**config.mk**
```make
export PLATFORM = sky130hd
export DESIGN_NAME = csr_slice_regs
export DESIGN_NICKNAME = d
export VERILOG_FILES = /design/src/csr_slice_pkg.sv /design/src/csr_event_if.sv /design/src/csr_tick_gen.sv /design/src/csr_slice_regs.sv
export SDC_FILE = /design/constraint.sdc
export NUM_CORES = 1
export LEC_CHECK = 0
export BUFFER_PORTS_ARGS = -buffer_cell sky130_fd_sc_hd__buf_4
export CELL_PAD_IN_SITES_DETAIL_PLACEMENT = 0
export CELL_PAD_IN_SITES_GLOBAL_PLACEMENT = 2
export CORE_ASPECT_RATIO = 0.7
export CORE_UTILIZATION = 35
export CTS_CLUSTER_SIZE = 14
export DETAILED_ROUTE_END_ITERATION = 8
export HOLD_SLACK_MARGIN = 0.1
export PLACE_DENSITY_LB_ADDON = 0.05
export SETUP_SLACK_MARGIN = 0.15
export SLEW_MARGIN = 25
export SYNTH_ARGS = -nofsm -noshare
export SYNTH_HDL_FRONTEND = slang
export SYNTH_HIERARCHICAL = 1
export SYNTH_SLANG_ARGS = --single-unit
```
**constraint.sdc**
```tcl
create_clock -name core_clk -period 6.7 [get_ports core_clk]
set_clock_uncertainty 0.05 [all_clocks]
set_input_delay 1.005 -clock core_clk [delete_from_list [all_inputs] [get_ports core_clk]]
set_output_delay 1.005 -clock core_clk [all_outputs]
set_load 0.05 [all_outputs]
```
**src/csr_slice_pkg.sv**
```systemverilog
// constants and types of the control/status register slice
// Function
// descriptor-unavailable enable with normal summary raises interrupt
// tx-stopped enable with abnormal summary raises interrupt
// tx-done enable with normal summary; enables reset zero
// count dropped frames when no receive descriptor
// reading dropped count returns value then clears
// overflow flag sets on wrap, clears on read
// eeprom read allowed only with select bit
// eeprom write allowed only with select bit
// status bit shows eeprom serial output, default one
// written data bit drives eeprom data input
// written clock bit drives eeprom clock pin
// chip-select bit drives eeprom select, default one
// timer counts down every 204 microseconds
// continuous bit selects repeating timer, resets zero
// crc seed zero or all ones by type bit
// five pattern match enables gate wake frames
// link-down detect enable sets link change flag
// link-up detect enable sets link change flag
// wake frame enable makes matched frame power event
// normal summary gates all normal interrupt sources
// abnormal summary gates all abnormal interrupt sources
// link change flag write-one clear, power-up reset only
// timer expiry flags event, reloads if continuous
// eeprom pins follow register only while selected
package csr_slice_pkg;
    // ****************************************
    // register byte offsets
    // ****************************************
    localparam logic [7:0] irq_enable_offset = 8'h4C; // slot chosen for this slice
    localparam logic [7:0] lost_count_offset = 8'h40;
    localparam logic [7:0] serial_port_offset = 8'h48;
    localparam logic [7:0] gp_timer_offset = 8'h58;
    localparam logic [7:0] wake_ctrl_offset = 8'h68;
    localparam logic [7:0] status_offset = 8'h6C; // slice status word, chosen

    // ****************************************
    // field positions
    // ****************************************
    localparam int tx_done_bit = 0;
    localparam int tx_stopped_bit = 1;
    localparam int tx_desc_unavail_bit = 2;
    localparam int abnormal_master_bit = 15;
    localparam int normal_summary_bit = 16;
    localparam int drop_overflow_bit = 16;
    localparam int select_line_bit = 0;
    localparam int serial_clock_bit = 1;
    localparam int serial_in_bit = 2;
    localparam int serial_out_bit = 3;
    localparam int access_select_bit = 11;
    localparam int write_allow_bit = 13;
    localparam int read_allow_bit = 14;
    localparam int continuous_bit = 16;
    localparam int wake_frame_en_bit = 10;
    localparam int link_up_en_bit = 16;
    localparam int link_down_en_bit = 17;
    localparam int pattern_five_bit = 25;
    localparam int pattern_one_bit = 29;
    localparam int crc_seed_bit = 30;
    localparam int link_change_bit = 0;
    localparam int power_event_bit = 1;
    localparam int timer_expired_bit = 2;

    // ****************************************
    // reset values
    // ****************************************
    localparam logic [31:0] serial_port_reset = 32'h0000_0007;
    localparam logic [15:0] crc_seed_zero = 16'h0000;
    localparam logic [15:0] crc_seed_ones = 16'hFFFF;

    // ****************************************
    // timing
    // ****************************************
    localparam int clk_period_ns = 10;
    localparam int timer_tick_us = 204;
    localparam int timer_tick_cycles = (timer_tick_us * 1000) / clk_period_ns;

    typedef enum logic [1:0] {
        timer_idle = 2'b00,
        timer_run = 2'b01
    } timer_state_t;
endpackage : csr_slice_pkg

```
**src/csr_event_if.sv**
```systemverilog
// bundle of event signals between the register top and its helpers
`timescale 1ns/1ps
interface csr_event_if;
    logic tick;
    logic link_up;
    logic link_change;
    modport source (output tick, output link_change, input link_up);
    modport sink (input tick, input link_change, output link_up);
endinterface : csr_event_if

```
**src/csr_tick_gen.sv**
```systemverilog
// prescaler making the 204 us timer tick
`timescale 1ns/1ps
module csr_tick_gen
    import csr_slice_pkg::*;
#(
    parameter int tick_cycles = timer_tick_cycles
) (
    // clock and reset
    input wire logic core_clk,
    input wire logic rst_n,
    // event bundle
    csr_event_if.source ev
);
    logic [31:0] div_reg;

    // free-running divider, one-cycle tick per period
    always_ff @(posedge core_clk or negedge rst_n)
    begin
        if (!rst_n)
            div_reg <= 32'h0000_0000;
        else if (div_reg == 32'(tick_cycles - 1))
            div_reg <= 32'h0000_0000;
        else
            div_reg <= div_reg + 32'h0000_0001;
    end
    assign ev.tick = (div_reg == 32'(tick_cycles - 1));

    // link edge detect feeding the change flag
    logic link_q_reg;
    always_ff @(posedge core_clk or negedge rst_n)
    begin
        if (!rst_n)
            link_q_reg <= 1'b0;
        else
            link_q_reg <= ev.link_up;
    end
    assign ev.link_change = link_q_reg ^ ev.link_up;
endmodule : csr_tick_gen

```
**src/csr_slice_regs.sv**
```systemverilog
// apb register slice: irq enables, drop counter, eeprom port, timer, wake control
//
// Decided for this implementation: the APB slave port.
`timescale 1ns/1ps
module csr_slice_regs
    import csr_slice_pkg::*;
#(
    parameter int tick_cycles = timer_tick_cycles
) (
    // clock and reset
    input wire logic core_clk,
    input wire logic rst_n,
    input wire logic power_on_rst_n,
    // apb slave
    input wire logic psel,
    input wire logic penable,
    input wire logic pwrite,
    input wire logic [7:0] paddr,
    input wire logic [31:0] pwdata,
    output logic [31:0] prdata,
    output logic pready,
    output logic pslverr,
    // transmit and receive events
    input wire logic tx_done_evt,
    input wire logic tx_stopped_evt,
    input wire logic tx_desc_unavail_evt,
    input wire logic rx_drop_evt,
    output logic normal_irq,
    output logic abnormal_irq,
    // serial eeprom
    input wire logic eeprom_data_from_rom,
    output logic eeprom_data_to_rom,
    output logic eeprom_clock,
    output logic eeprom_chip_select,
    output logic eeprom_read_en,
    output logic eeprom_write_en,
    // wake logic
    input wire logic link_up,
    input wire logic [4:0] pattern_match,
    output logic [15:0] crc_seed,
    output logic timer_expired,
    output logic power_event_status
);
    // ****************************************
    // helpers
    // ****************************************
    function automatic logic hit(input logic [7:0] a, input logic [7:0] off);
        hit = (a == off);
    endfunction : hit

    csr_event_if ev();
    assign ev.link_up = link_up;

    csr_tick_gen #(.tick_cycles(tick_cycles)) u_tick (
        .core_clk(core_clk),
        .rst_n(rst_n),
        .ev(ev)
    );

    // ****************************************
    // apb handshake
    // ****************************************
    // zero-wait slave: pready rises in the access phase
    logic access;
    logic wr_en;
    logic rd_en;
    logic known;
    assign access = psel && penable && pready;
    assign wr_en = access && pwrite;
    assign rd_en = access && !pwrite;
    assign known = hit(paddr, irq_enable_offset) || hit(paddr, lost_count_offset)
        || hit(paddr, serial_port_offset) || hit(paddr, gp_timer_offset)
        || hit(paddr, wake_ctrl_offset) || hit(paddr, status_offset);

    always_ff @(posedge core_clk or negedge rst_n)
    begin
        if (!rst_n)
        begin
            pready <= 1'b0;
            pslverr <= 1'b0;
        end
        else
        begin
            pready <= psel && !penable;
            pslverr <= psel && !penable && !known;
        end
    end

    // ****************************************
    // interrupt enables
    // ****************************************
    logic [31:0] irq_en_reg;
    // all enables clear at reset
    always_ff @(posedge core_clk or negedge rst_n)
    begin
        if (!rst_n)
            irq_en_reg <= 32'h0000_0000;
        else if (wr_en && hit(paddr, irq_enable_offset))
            irq_en_reg <= pwdata & 32'h0001_8007;
    end

    // summary enables gate each class
    always_ff @(posedge core_clk or negedge rst_n)
    begin
        if (!rst_n)
        begin
            normal_irq <= 1'b0;
            abnormal_irq <= 1'b0;
        end
        else
        begin
            normal_irq <= irq_en_reg[normal_summary_bit]
                && ((tx_done_evt && irq_en_reg[tx_done_bit])
                || (tx_desc_unavail_evt && irq_en_reg[tx_desc_unavail_bit]));
            abnormal_irq <= irq_en_reg[abnormal_master_bit]
                && tx_stopped_evt && irq_en_reg[tx_stopped_bit];
        end
    end

    // ****************************************
    // dropped frame counter
    // ****************************************
    logic [15:0] drop_count_reg;
    logic drop_ovf_reg;
    logic drop_read;
    assign drop_read = rd_en && hit(paddr, lost_count_offset);

    // a drop in the read cycle counts as one after the clear; a drop in the setup cycle is counted, then cleared unread
    always_ff @(posedge core_clk or negedge rst_n)
    begin
        if (!rst_n)
        begin
            drop_count_reg <= 16'h0000;
            drop_ovf_reg <= 1'b0;
        end
        else if (drop_read)
        begin
            drop_count_reg <= {15'h0000, rx_drop_evt};
            drop_ovf_reg <= 1'b0;
        end
        else if (rx_drop_evt)
        begin
            drop_count_reg <= drop_count_reg + 16'h0001;
            if (drop_count_reg == 16'hFFFF)
                drop_ovf_reg <= 1'b1;
        end
    end

    // ****************************************
    // serial eeprom port
    // ****************************************
    logic [31:0] serial_reg;
    always_ff @(posedge core_clk or negedge rst_n)
    begin
        if (!rst_n)
            serial_reg <= serial_port_reset;
        else if (wr_en && hit(paddr, serial_port_offset))
            serial_reg <= pwdata & 32'h0000_6807;
    end

    logic rom_selected;
    assign rom_selected = serial_reg[access_select_bit];

    // pins hold idle levels when not selected, avoiding stray clocks
    always_ff @(posedge core_clk or negedge rst_n)
    begin
        if (!rst_n)
        begin
            eeprom_data_to_rom <= 1'b0;
            eeprom_clock <= 1'b0;
            eeprom_chip_select <= 1'b0;
            eeprom_read_en <= 1'b0;
            eeprom_write_en <= 1'b0;
        end
        else
        begin
            eeprom_data_to_rom <= rom_selected && serial_reg[serial_in_bit];
            eeprom_clock <= rom_selected && serial_reg[serial_clock_bit];
            eeprom_chip_select <= rom_selected && serial_reg[select_line_bit];
            eeprom_read_en <= rom_selected && serial_reg[read_allow_bit];
            eeprom_write_en <= rom_selected && serial_reg[write_allow_bit];
        end
    end

    // ****************************************
    // general purpose timer
    // ****************************************
    logic [16:0] timer_cfg_reg;
    logic [15:0] timer_count_reg;
    timer_state_t timer_state_reg;
    logic timer_write;
    assign timer_write = wr_en && hit(paddr, gp_timer_offset);

    // load on write; count down per tick; reload only in continuous mode
    always_ff @(posedge core_clk or negedge rst_n)
    begin
        if (!rst_n)
        begin
            timer_cfg_reg <= 17'h0_0000;
            timer_count_reg <= 16'h0000;
            timer_state_reg <= timer_idle;
            timer_expired <= 1'b0;
        end
        else
        begin
            timer_expired <= 1'b0;
            if (timer_write)
            begin
                timer_cfg_reg <= pwdata[16:0];
                timer_count_reg <= pwdata[15:0];
                timer_state_reg <= (pwdata[15:0] != 16'h0000) ? timer_run : timer_idle;
            end
            else
            begin
                case (timer_state_reg)
                    timer_run:
                    begin
                        if (ev.tick)
                        begin
                            if (timer_count_reg == 16'h0001)
                            begin
                                timer_expired <= 1'b1;
                                if (timer_cfg_reg[continuous_bit])
                                    timer_count_reg <= timer_cfg_reg[15:0];
                                else
                                begin
                                    timer_count_reg <= 16'h0000;
                                    timer_state_reg <= timer_idle;
                                end
                            end
                            else
                                timer_count_reg <= timer_count_reg - 16'h0001;
                        end
                    end
                    default:
                        timer_state_reg <= timer_idle;
                endcase
            end
        end
    end

    // ****************************************
    // wake control and status
    // ****************************************
    logic [31:0] wake_reg;
    always_ff @(posedge core_clk or negedge rst_n)
    begin
        if (!rst_n)
            wake_reg <= 32'h0000_0000;
        else if (wr_en && hit(paddr, wake_ctrl_offset))
            wake_reg <= pwdata & 32'h7E03_0400;
    end

    // seed follows the type bit
    always_ff @(posedge core_clk or negedge rst_n)
    begin
        if (!rst_n)
            crc_seed <= crc_seed_zero;
        else
            crc_seed <= wake_reg[crc_seed_bit] ? crc_seed_ones : crc_seed_zero;
    end

    logic link_change_reg;
    logic link_set;
    assign link_set = ev.link_change
        && ((link_up && wake_reg[link_up_en_bit])
        || (!link_up && wake_reg[link_down_en_bit]));

    // only power-up reset clears; write-one clears, a set wins
    always_ff @(posedge core_clk or negedge power_on_rst_n)
    begin
        if (!power_on_rst_n)
            link_change_reg <= 1'b0;
        else if (link_set)
            link_change_reg <= 1'b1;
        else if (wr_en && hit(paddr, status_offset) && pwdata[link_change_bit])
            link_change_reg <= 1'b0;
    end

    logic frame_hit;
    assign frame_hit = |(pattern_match & wake_reg[pattern_one_bit:pattern_five_bit]);
    always_ff @(posedge core_clk or negedge power_on_rst_n)
    begin
        if (!power_on_rst_n)
            power_event_status <= 1'b0;
        else if (frame_hit && wake_reg[wake_frame_en_bit])
            power_event_status <= 1'b1;
        else if (wr_en && hit(paddr, status_offset) && pwdata[power_event_bit])
            power_event_status <= 1'b0;
    end

    // ****************************************
    // read mux
    // ****************************************
    always_ff @(posedge core_clk or negedge rst_n)
    begin
        if (!rst_n)
            prdata <= 32'h0000_0000;
        else if (psel && !penable && !pwrite)
        begin
            if (hit(paddr, irq_enable_offset))
                prdata <= irq_en_reg;
            else if (hit(paddr, lost_count_offset))
                prdata <= {15'h0000, drop_ovf_reg, drop_count_reg};
            else if (hit(paddr, serial_port_offset))
                prdata <= {serial_reg[31:4], eeprom_data_from_rom, serial_reg[2:0]};
            else if (hit(paddr, gp_timer_offset))
                prdata <= {15'h0000, timer_cfg_reg[continuous_bit], timer_count_reg};
            else if (hit(paddr, wake_ctrl_offset))
                prdata <= wake_reg;
            else if (hit(paddr, status_offset))
                prdata <= {29'h0000_0000, timer_state_reg == timer_run,
                    power_event_status, link_change_reg};
            else
                prdata <= 32'h0000_0000;
        end
    end
endmodule : csr_slice_regs

```
# == Yosys cells after proc, flatten, opt, wreduce, memory -nomap -nowiden ==
# Cells that the tools add are included.
# totals
regBits,165
output_inout_bits,59
in_bits,57
elab_cells,125
# classes
muxes,32
bitwise_logic,2
reduce_logical,51
add_sub_neg,3
eq_ne,13
# ops
cell,count
16-bit two-way mux,8
31-bit two-way mux,4
32-bit two-way mux,2
"8-bit by 7-bit equality test with 1-bit output, second input constant",6
"32-bit by 1-bit adder with 32-bit output, second input constant",1
"32-bit by 15-bit equality test with 1-bit output, second input constant",1
1-bit logical AND,29
"16-bit by 1-bit adder with 16-bit output, second input constant",1
"16-bit by 1-bit equality test with 1-bit output, second input constant",1
"16-bit equality test, second input constant",1
16-bit nonzero test,1
"16-bit by 1-bit subtractor with 16-bit output, second input constant",1
1-bit two-way mux,12
2-bit nonzero test,6
2-bit two-way mux,5
"3-bit inequality test, second input constant",3
1-bit logical OR,7
5-bit bitwise AND,1
5-bit OR reduction,1
1-bit logical NOT,4
2-bit AND reduction,2
3-bit two-way mux,1
3-bit AND reduction,1
"2-bit by 1-bit equality test with 1-bit output, second input constant",1
1-bit XOR,1

# == Longest topological paths before layout ==
# logic_depth
ltp_word,8
ltp_mapped,11
mapped_depth_nobuf,9

# == Cells and area by module ==
# The synthesis kept the hierarchy.
# modules_own_cells
mod,cells_each,instances,seq_area_each_um2,area_each_um2
csr_slice_regs,564,1,2706.3,5402.7
csr_tick_gen,154,1,825.8,1695.4

# == Worst setup path before layout ==
# Ideal clock, no wire load.
# synth_timing
path_kind,input-to-reg
startpoint,input paddr[2]
endpoint,register timer_state_reg[0]
cell_stages,7
t_arrival_ns,2.447
setup_ns,0.083
path_slack_ns,4.120
path_buffers,3
required_ns,6.567
cell_sequence,clkbuf_1 nor4b_1 and3_1 clkbuf_1 clkbuf_1 nand2_1 o21ai_0
# synth_between
elab_chain_cells,4
word_cells_on_any_way,7
classes_between,4 x eq/ne; 1 x mux; 2 x reduce/logical
# synth_lines
item,line,source
from (decl),csr_slice_regs.sv:18,"input wire logic [7:0] paddr,"
8-bit by 7-bit equality test with 1-bit output *,csr_slice_regs.sv:48,hit = (a == off);
1-bit logical AND *,csr_slice_regs.sv:192,"assign timer_write = wr_en && hit(paddr, gp_timer_offset);"
3-bit inequality test (no source line),n/a,
3-bit AND reduction (no source line),n/a,
to (signal assigned),csr_slice_regs.sv:201,timer_state_reg <= timer_idle;
to (signal assigned),csr_slice_regs.sv:211,timer_state_reg <= (pwdata[15:0] != 16'h0000) ? timer_run : timer_idle;
to (signal assigned),csr_slice_regs.sv:228,timer_state_reg <= timer_idle;
to (decl),csr_slice_regs.sv:190,timer_state_t timer_state_reg;
# Mark *: on every way between the ends. The rest lies on a longest branch, timed or not.
# A chain may end at the register's enable or synchronous reset.

# == Final worst setup path ==
# layout_timing
startpoint,register u_tick.div_reg[0]
endpoint,register timer_count_reg[8]
# layout_between
elab_chain_cells,3
# layout_lines
item,line,source
from (decl),csr_tick_gen.sv:14,logic [31:0] div_reg;
from (signal assigned),csr_tick_gen.sv:24,div_reg <= div_reg + 32'h0000_0001;
32-bit by 15-bit equality test with 1-bit output,csr_tick_gen.sv:26,assign ev.tick = (div_reg == 32'(tick_cycles - 1));
net ev.tick,csr_event_if.sv:4,logic tick;
2-bit nonzero test (no source line),n/a,
2-bit AND reduction (no source line),n/a,
to (signal assigned),csr_slice_regs.sv:210,timer_count_reg <= pwdata[15:0];
to (signal assigned),csr_slice_regs.sv:224,timer_count_reg <= timer_cfg_reg[15:0];
to (signal assigned),csr_slice_regs.sv:232,timer_count_reg <= timer_count_reg - 16'h0001;
to (decl),csr_slice_regs.sv:189,logic [15:0] timer_count_reg;
# The timed path passes the listed nets, and every way through them passes these cells.

==> metrics.md <==
| Metric | Value |
|---|---|
| Initial antenna violation count | 1 |
| First-pass GRT wire length | 31300 µm |
| Minimum clock period | 3.22 ns |
| Async SR Flop Fraction | 100% |
| Setup-failing EPs final | 0 |
| Most numerous cell in the Yosys netlist | dfrtp_1 |
| Clk_lat worst skew | 0.42 ns |
| Period utilization | 48.1% |
| TritonCTS Sinks | 141 |
| Static Leak | 0.00394 µW |
| Internal Dissipation | 1690 µW |
| Final hold vios | 0 |
| NetSw | 536 µW |
| FP Rows | 43 |
| Most used DFF post-synth | dfrtp_1 |
| Yosys reg bits | 141 |
| CTS tree | done |
| Dominant cell type by area after synthesis | dfrtp_1 |
| Arr. time, crit path | 3.47 ns |
| Slowest cell delay on critical path | 0.66 ns |
| Antenna viol nets, final | 0 |
| Min-Delay Path Class | in -> async |
| TritonCTS Buffers | 17 |
| Syn avg cell area | 9.89 µm² |
| Slowest CP cell | and2_1 |
| Critical path class | reg -> reg |
| Total GRT Usage | 19.9% |
| WL per Instance | 18.5 µm |
| RSZ-0062 raised after global routing | no |
| Nets@finish | 850 |
| Remaining Overflow, GRT | 0 |
| Reg power frac | 41.4% |
| Layout cells sized above 1 | 22.3% |
| Sequential area share after synthesis | 49.8% |
| Synth top area share | 48.7% |
| Critical path's top delay family | simple AND/OR/NAND/NOR gates |
| Clk buf depth | 2 |
| H-tree Lvls | 4 |
| Clock Pin Slew Worst Setup and Hold Paths | 0.06 ns |
| Die Y-Extent | 121 µm |
| Vias/cell | 5.30 |
| Comb pwr share | 8.1% |
| Pins over their slew limit | 0 |
| IO buf count | 99 |
| Drt first-iter violations | 389 |
| Crit path capture type | register |
| Die width | 172 µm |
| Vias | 5685 |
| CP Max Fanout | 17 |
| Max Clock Freq | 311 MHz |
| Buf+Inv Stages, Crit Path | 0 |
| Die ar. | 20900 µm² |
| Initial Util | 35.8% |
| DRT Wirelength | 19900 µm |
| Utilization after layout | 43.3% |
| First drt pass iteration count | 7 |
| Commonest cells post-synth | dfrtp_1, nand2_1, nor2_1, nand3_1, o21ai_0 |
| Post-detail-place hpwl | 13900 µm |
| Post-Synthesis Cells | 718 |
| Cell area power density | 258 nW/µm² |
| Netlist cell types | 65 |
| Clock power frac | 50.5% |
| Core area | 19900 µm² |
| Req. time, crit path | 6.95 ns |
| Slew @ Worst Pin | 1.01 ns |
| # diodes | 0 |
| Number of flip-flops in the largest register | 32 |
| FILL cells | 1883 |
| Ys Warns | 6 |
| Setup bufs post-CTS | 0 |
| Maxcap violations | 0 |
| Mapped cell area | 7100 µm² |
| Area Overhead vs Synth | 21.2% |
| Max-slew headroom | 32.3% |
| Sw Ratio | 24.1% |
| Status | finished, final reports clean |
| Vias in the first global route | 5561 |
| Post-route DRC violation count | 0 |
| CP Cell Sequence | ha_1, nand3_1, or2_2, nor3_4, and2_1, nand4_1, a211oi_1, o21ai_0 |
| CP startpoint kind | register |
| CTS Root Cell | clkbuf_16 |
| Worst VDD drop | 149 µV |
| PostCTS Resize Cnt | 0 |
| Largest net degree at the start of global routing | 81 |
| Post-synth EDFFs | 0 |
| Final GP Congestion | 0.793 |
| Hold_buf cts | 0 |
| I/O pin count | 116 |
| Leading post-synthesis cells by cell area | dfrtp_1, nand2_1, mux2_2, nor2_1, xnor2_1 |
| Post-Route Setup TNS | 0 ns |
[final timing paths]
check	endpoint	slack [ns]	cells past startpoint	from
min in group core_clk	crc_seed[14]	0.35	0	wake_reg[30]
min reg2reg	crc_seed[14]	0.35	0	wake_reg[30]
min	link_change_reg	0.31	1	power_on_rst_n
max	timer_count_reg[8]	3.48	8	u_tick/div_reg[0]
max in group asynchronous	timer_cfg_reg[14]	4.94	2	rst_n
max reg2reg	timer_count_reg[8]	3.48	8	u_tick/div_reg[0]
[placed cells by master (no fill, tap or decap), types with 3 or more instances in the layout]
cell type and instances:
a22oi_1 4, nand2b_1 7, xor2_1 18, a222oi_1 7
nand3_1 38, nor2_1 60, mux2_2 21, dfrtp_1 138
ha_1 4, or2_2 3, and3_1 14, mux2i_1 4
o31ai_1 7, and4_1 7, xnor2_1 23, clkbuf_16 17
nor2b_1 5, nand2_1 116, a21oi_1 11, buf_4 102
or3_1 9, a22o_1 4, inv_1 5, conb_1 8
bufinv_16 7, and2_1 8, nor4_1 14, nand4_2 3
nand4_1 24, o21ai_0 31, dfstp_2 3, a31oi_1 7
a221oi_1 9, or4_1 3, o211ai_1 3, nor3_1 9
nor4_4 5
[layer usage]
metal / up-vias / part of all wire [%] / track usage (%)
li1: 2696 / - / -
met1: 2799 / 51 / 29.9
met2: 169 / 42 / 28.8
met3: 19 / 5.4 / 4.08
met4: 2 / 1.1 / 5.37
met5: - / 0.060 / 0
[cell families (layout without fill, tap and decap cells)]
family                     count (synthesis)  count (layout)  synth area share [%]
DFF                                      141             141                  49.8
xor gates and xnor gates                  41              41                  5.06
adders and majority gates                  4               4                 0.705
muxes                                     25              25                  3.90
other                                      1               8                0.0528
and+or+nand+nor                          340             340                  25.5
buffers and inverters                     64             141                  5.11
AOI/OAI and AO/OA                        102             102                  9.92
[area by class of cell]
cell class	count	area, µm²	area share [%]
multi-input combinational	520	3230	37.6
sequential	141	3530	41.1
inverter	5	18.8	0.218
clock inverter	14	263	3.05
tap	270	338	3.93
timing repair buffer	104	788	9.16
clock buffer	18	429	4.99
[power by group through the flow]
stage               Combinational, µW  Clock, µW  Sequential, µW
finish                            179       1120             921
CTS                               182       1140             920
global placement                  179          0             934
detailed placement                180          0             935
floorplan                        78.0          0             955
global route                      196       1180             925
[metrics by stage]
| stage | hold WS, ns | setup slack (ns) | cells | area (µm²) | total power (µW) |
|---|---|---|---|---|---|
| 6_report | 0.309 | 3.48 | 1072 | 8600 | 2220 |
| 5_1_grt | 0.297 | 3.22 | 1072 | 8600 | 2300 |
| 4_1_cts | 0.296 | 3.50 | 1072 | 8590 | 2250 |
| 3_5_place_dp | 0.338 | 3.25 | 1040 | 7900 | 1120 |
| 3_3_place_gp | 0.332 | 3.27 | 1040 | 7900 | 1110 |
| 2_1_floorplan | 0.318 | 4.12 | 725 | 7120 | 1030 |
No activity file was read; power rests on OpenSTA's default activity.
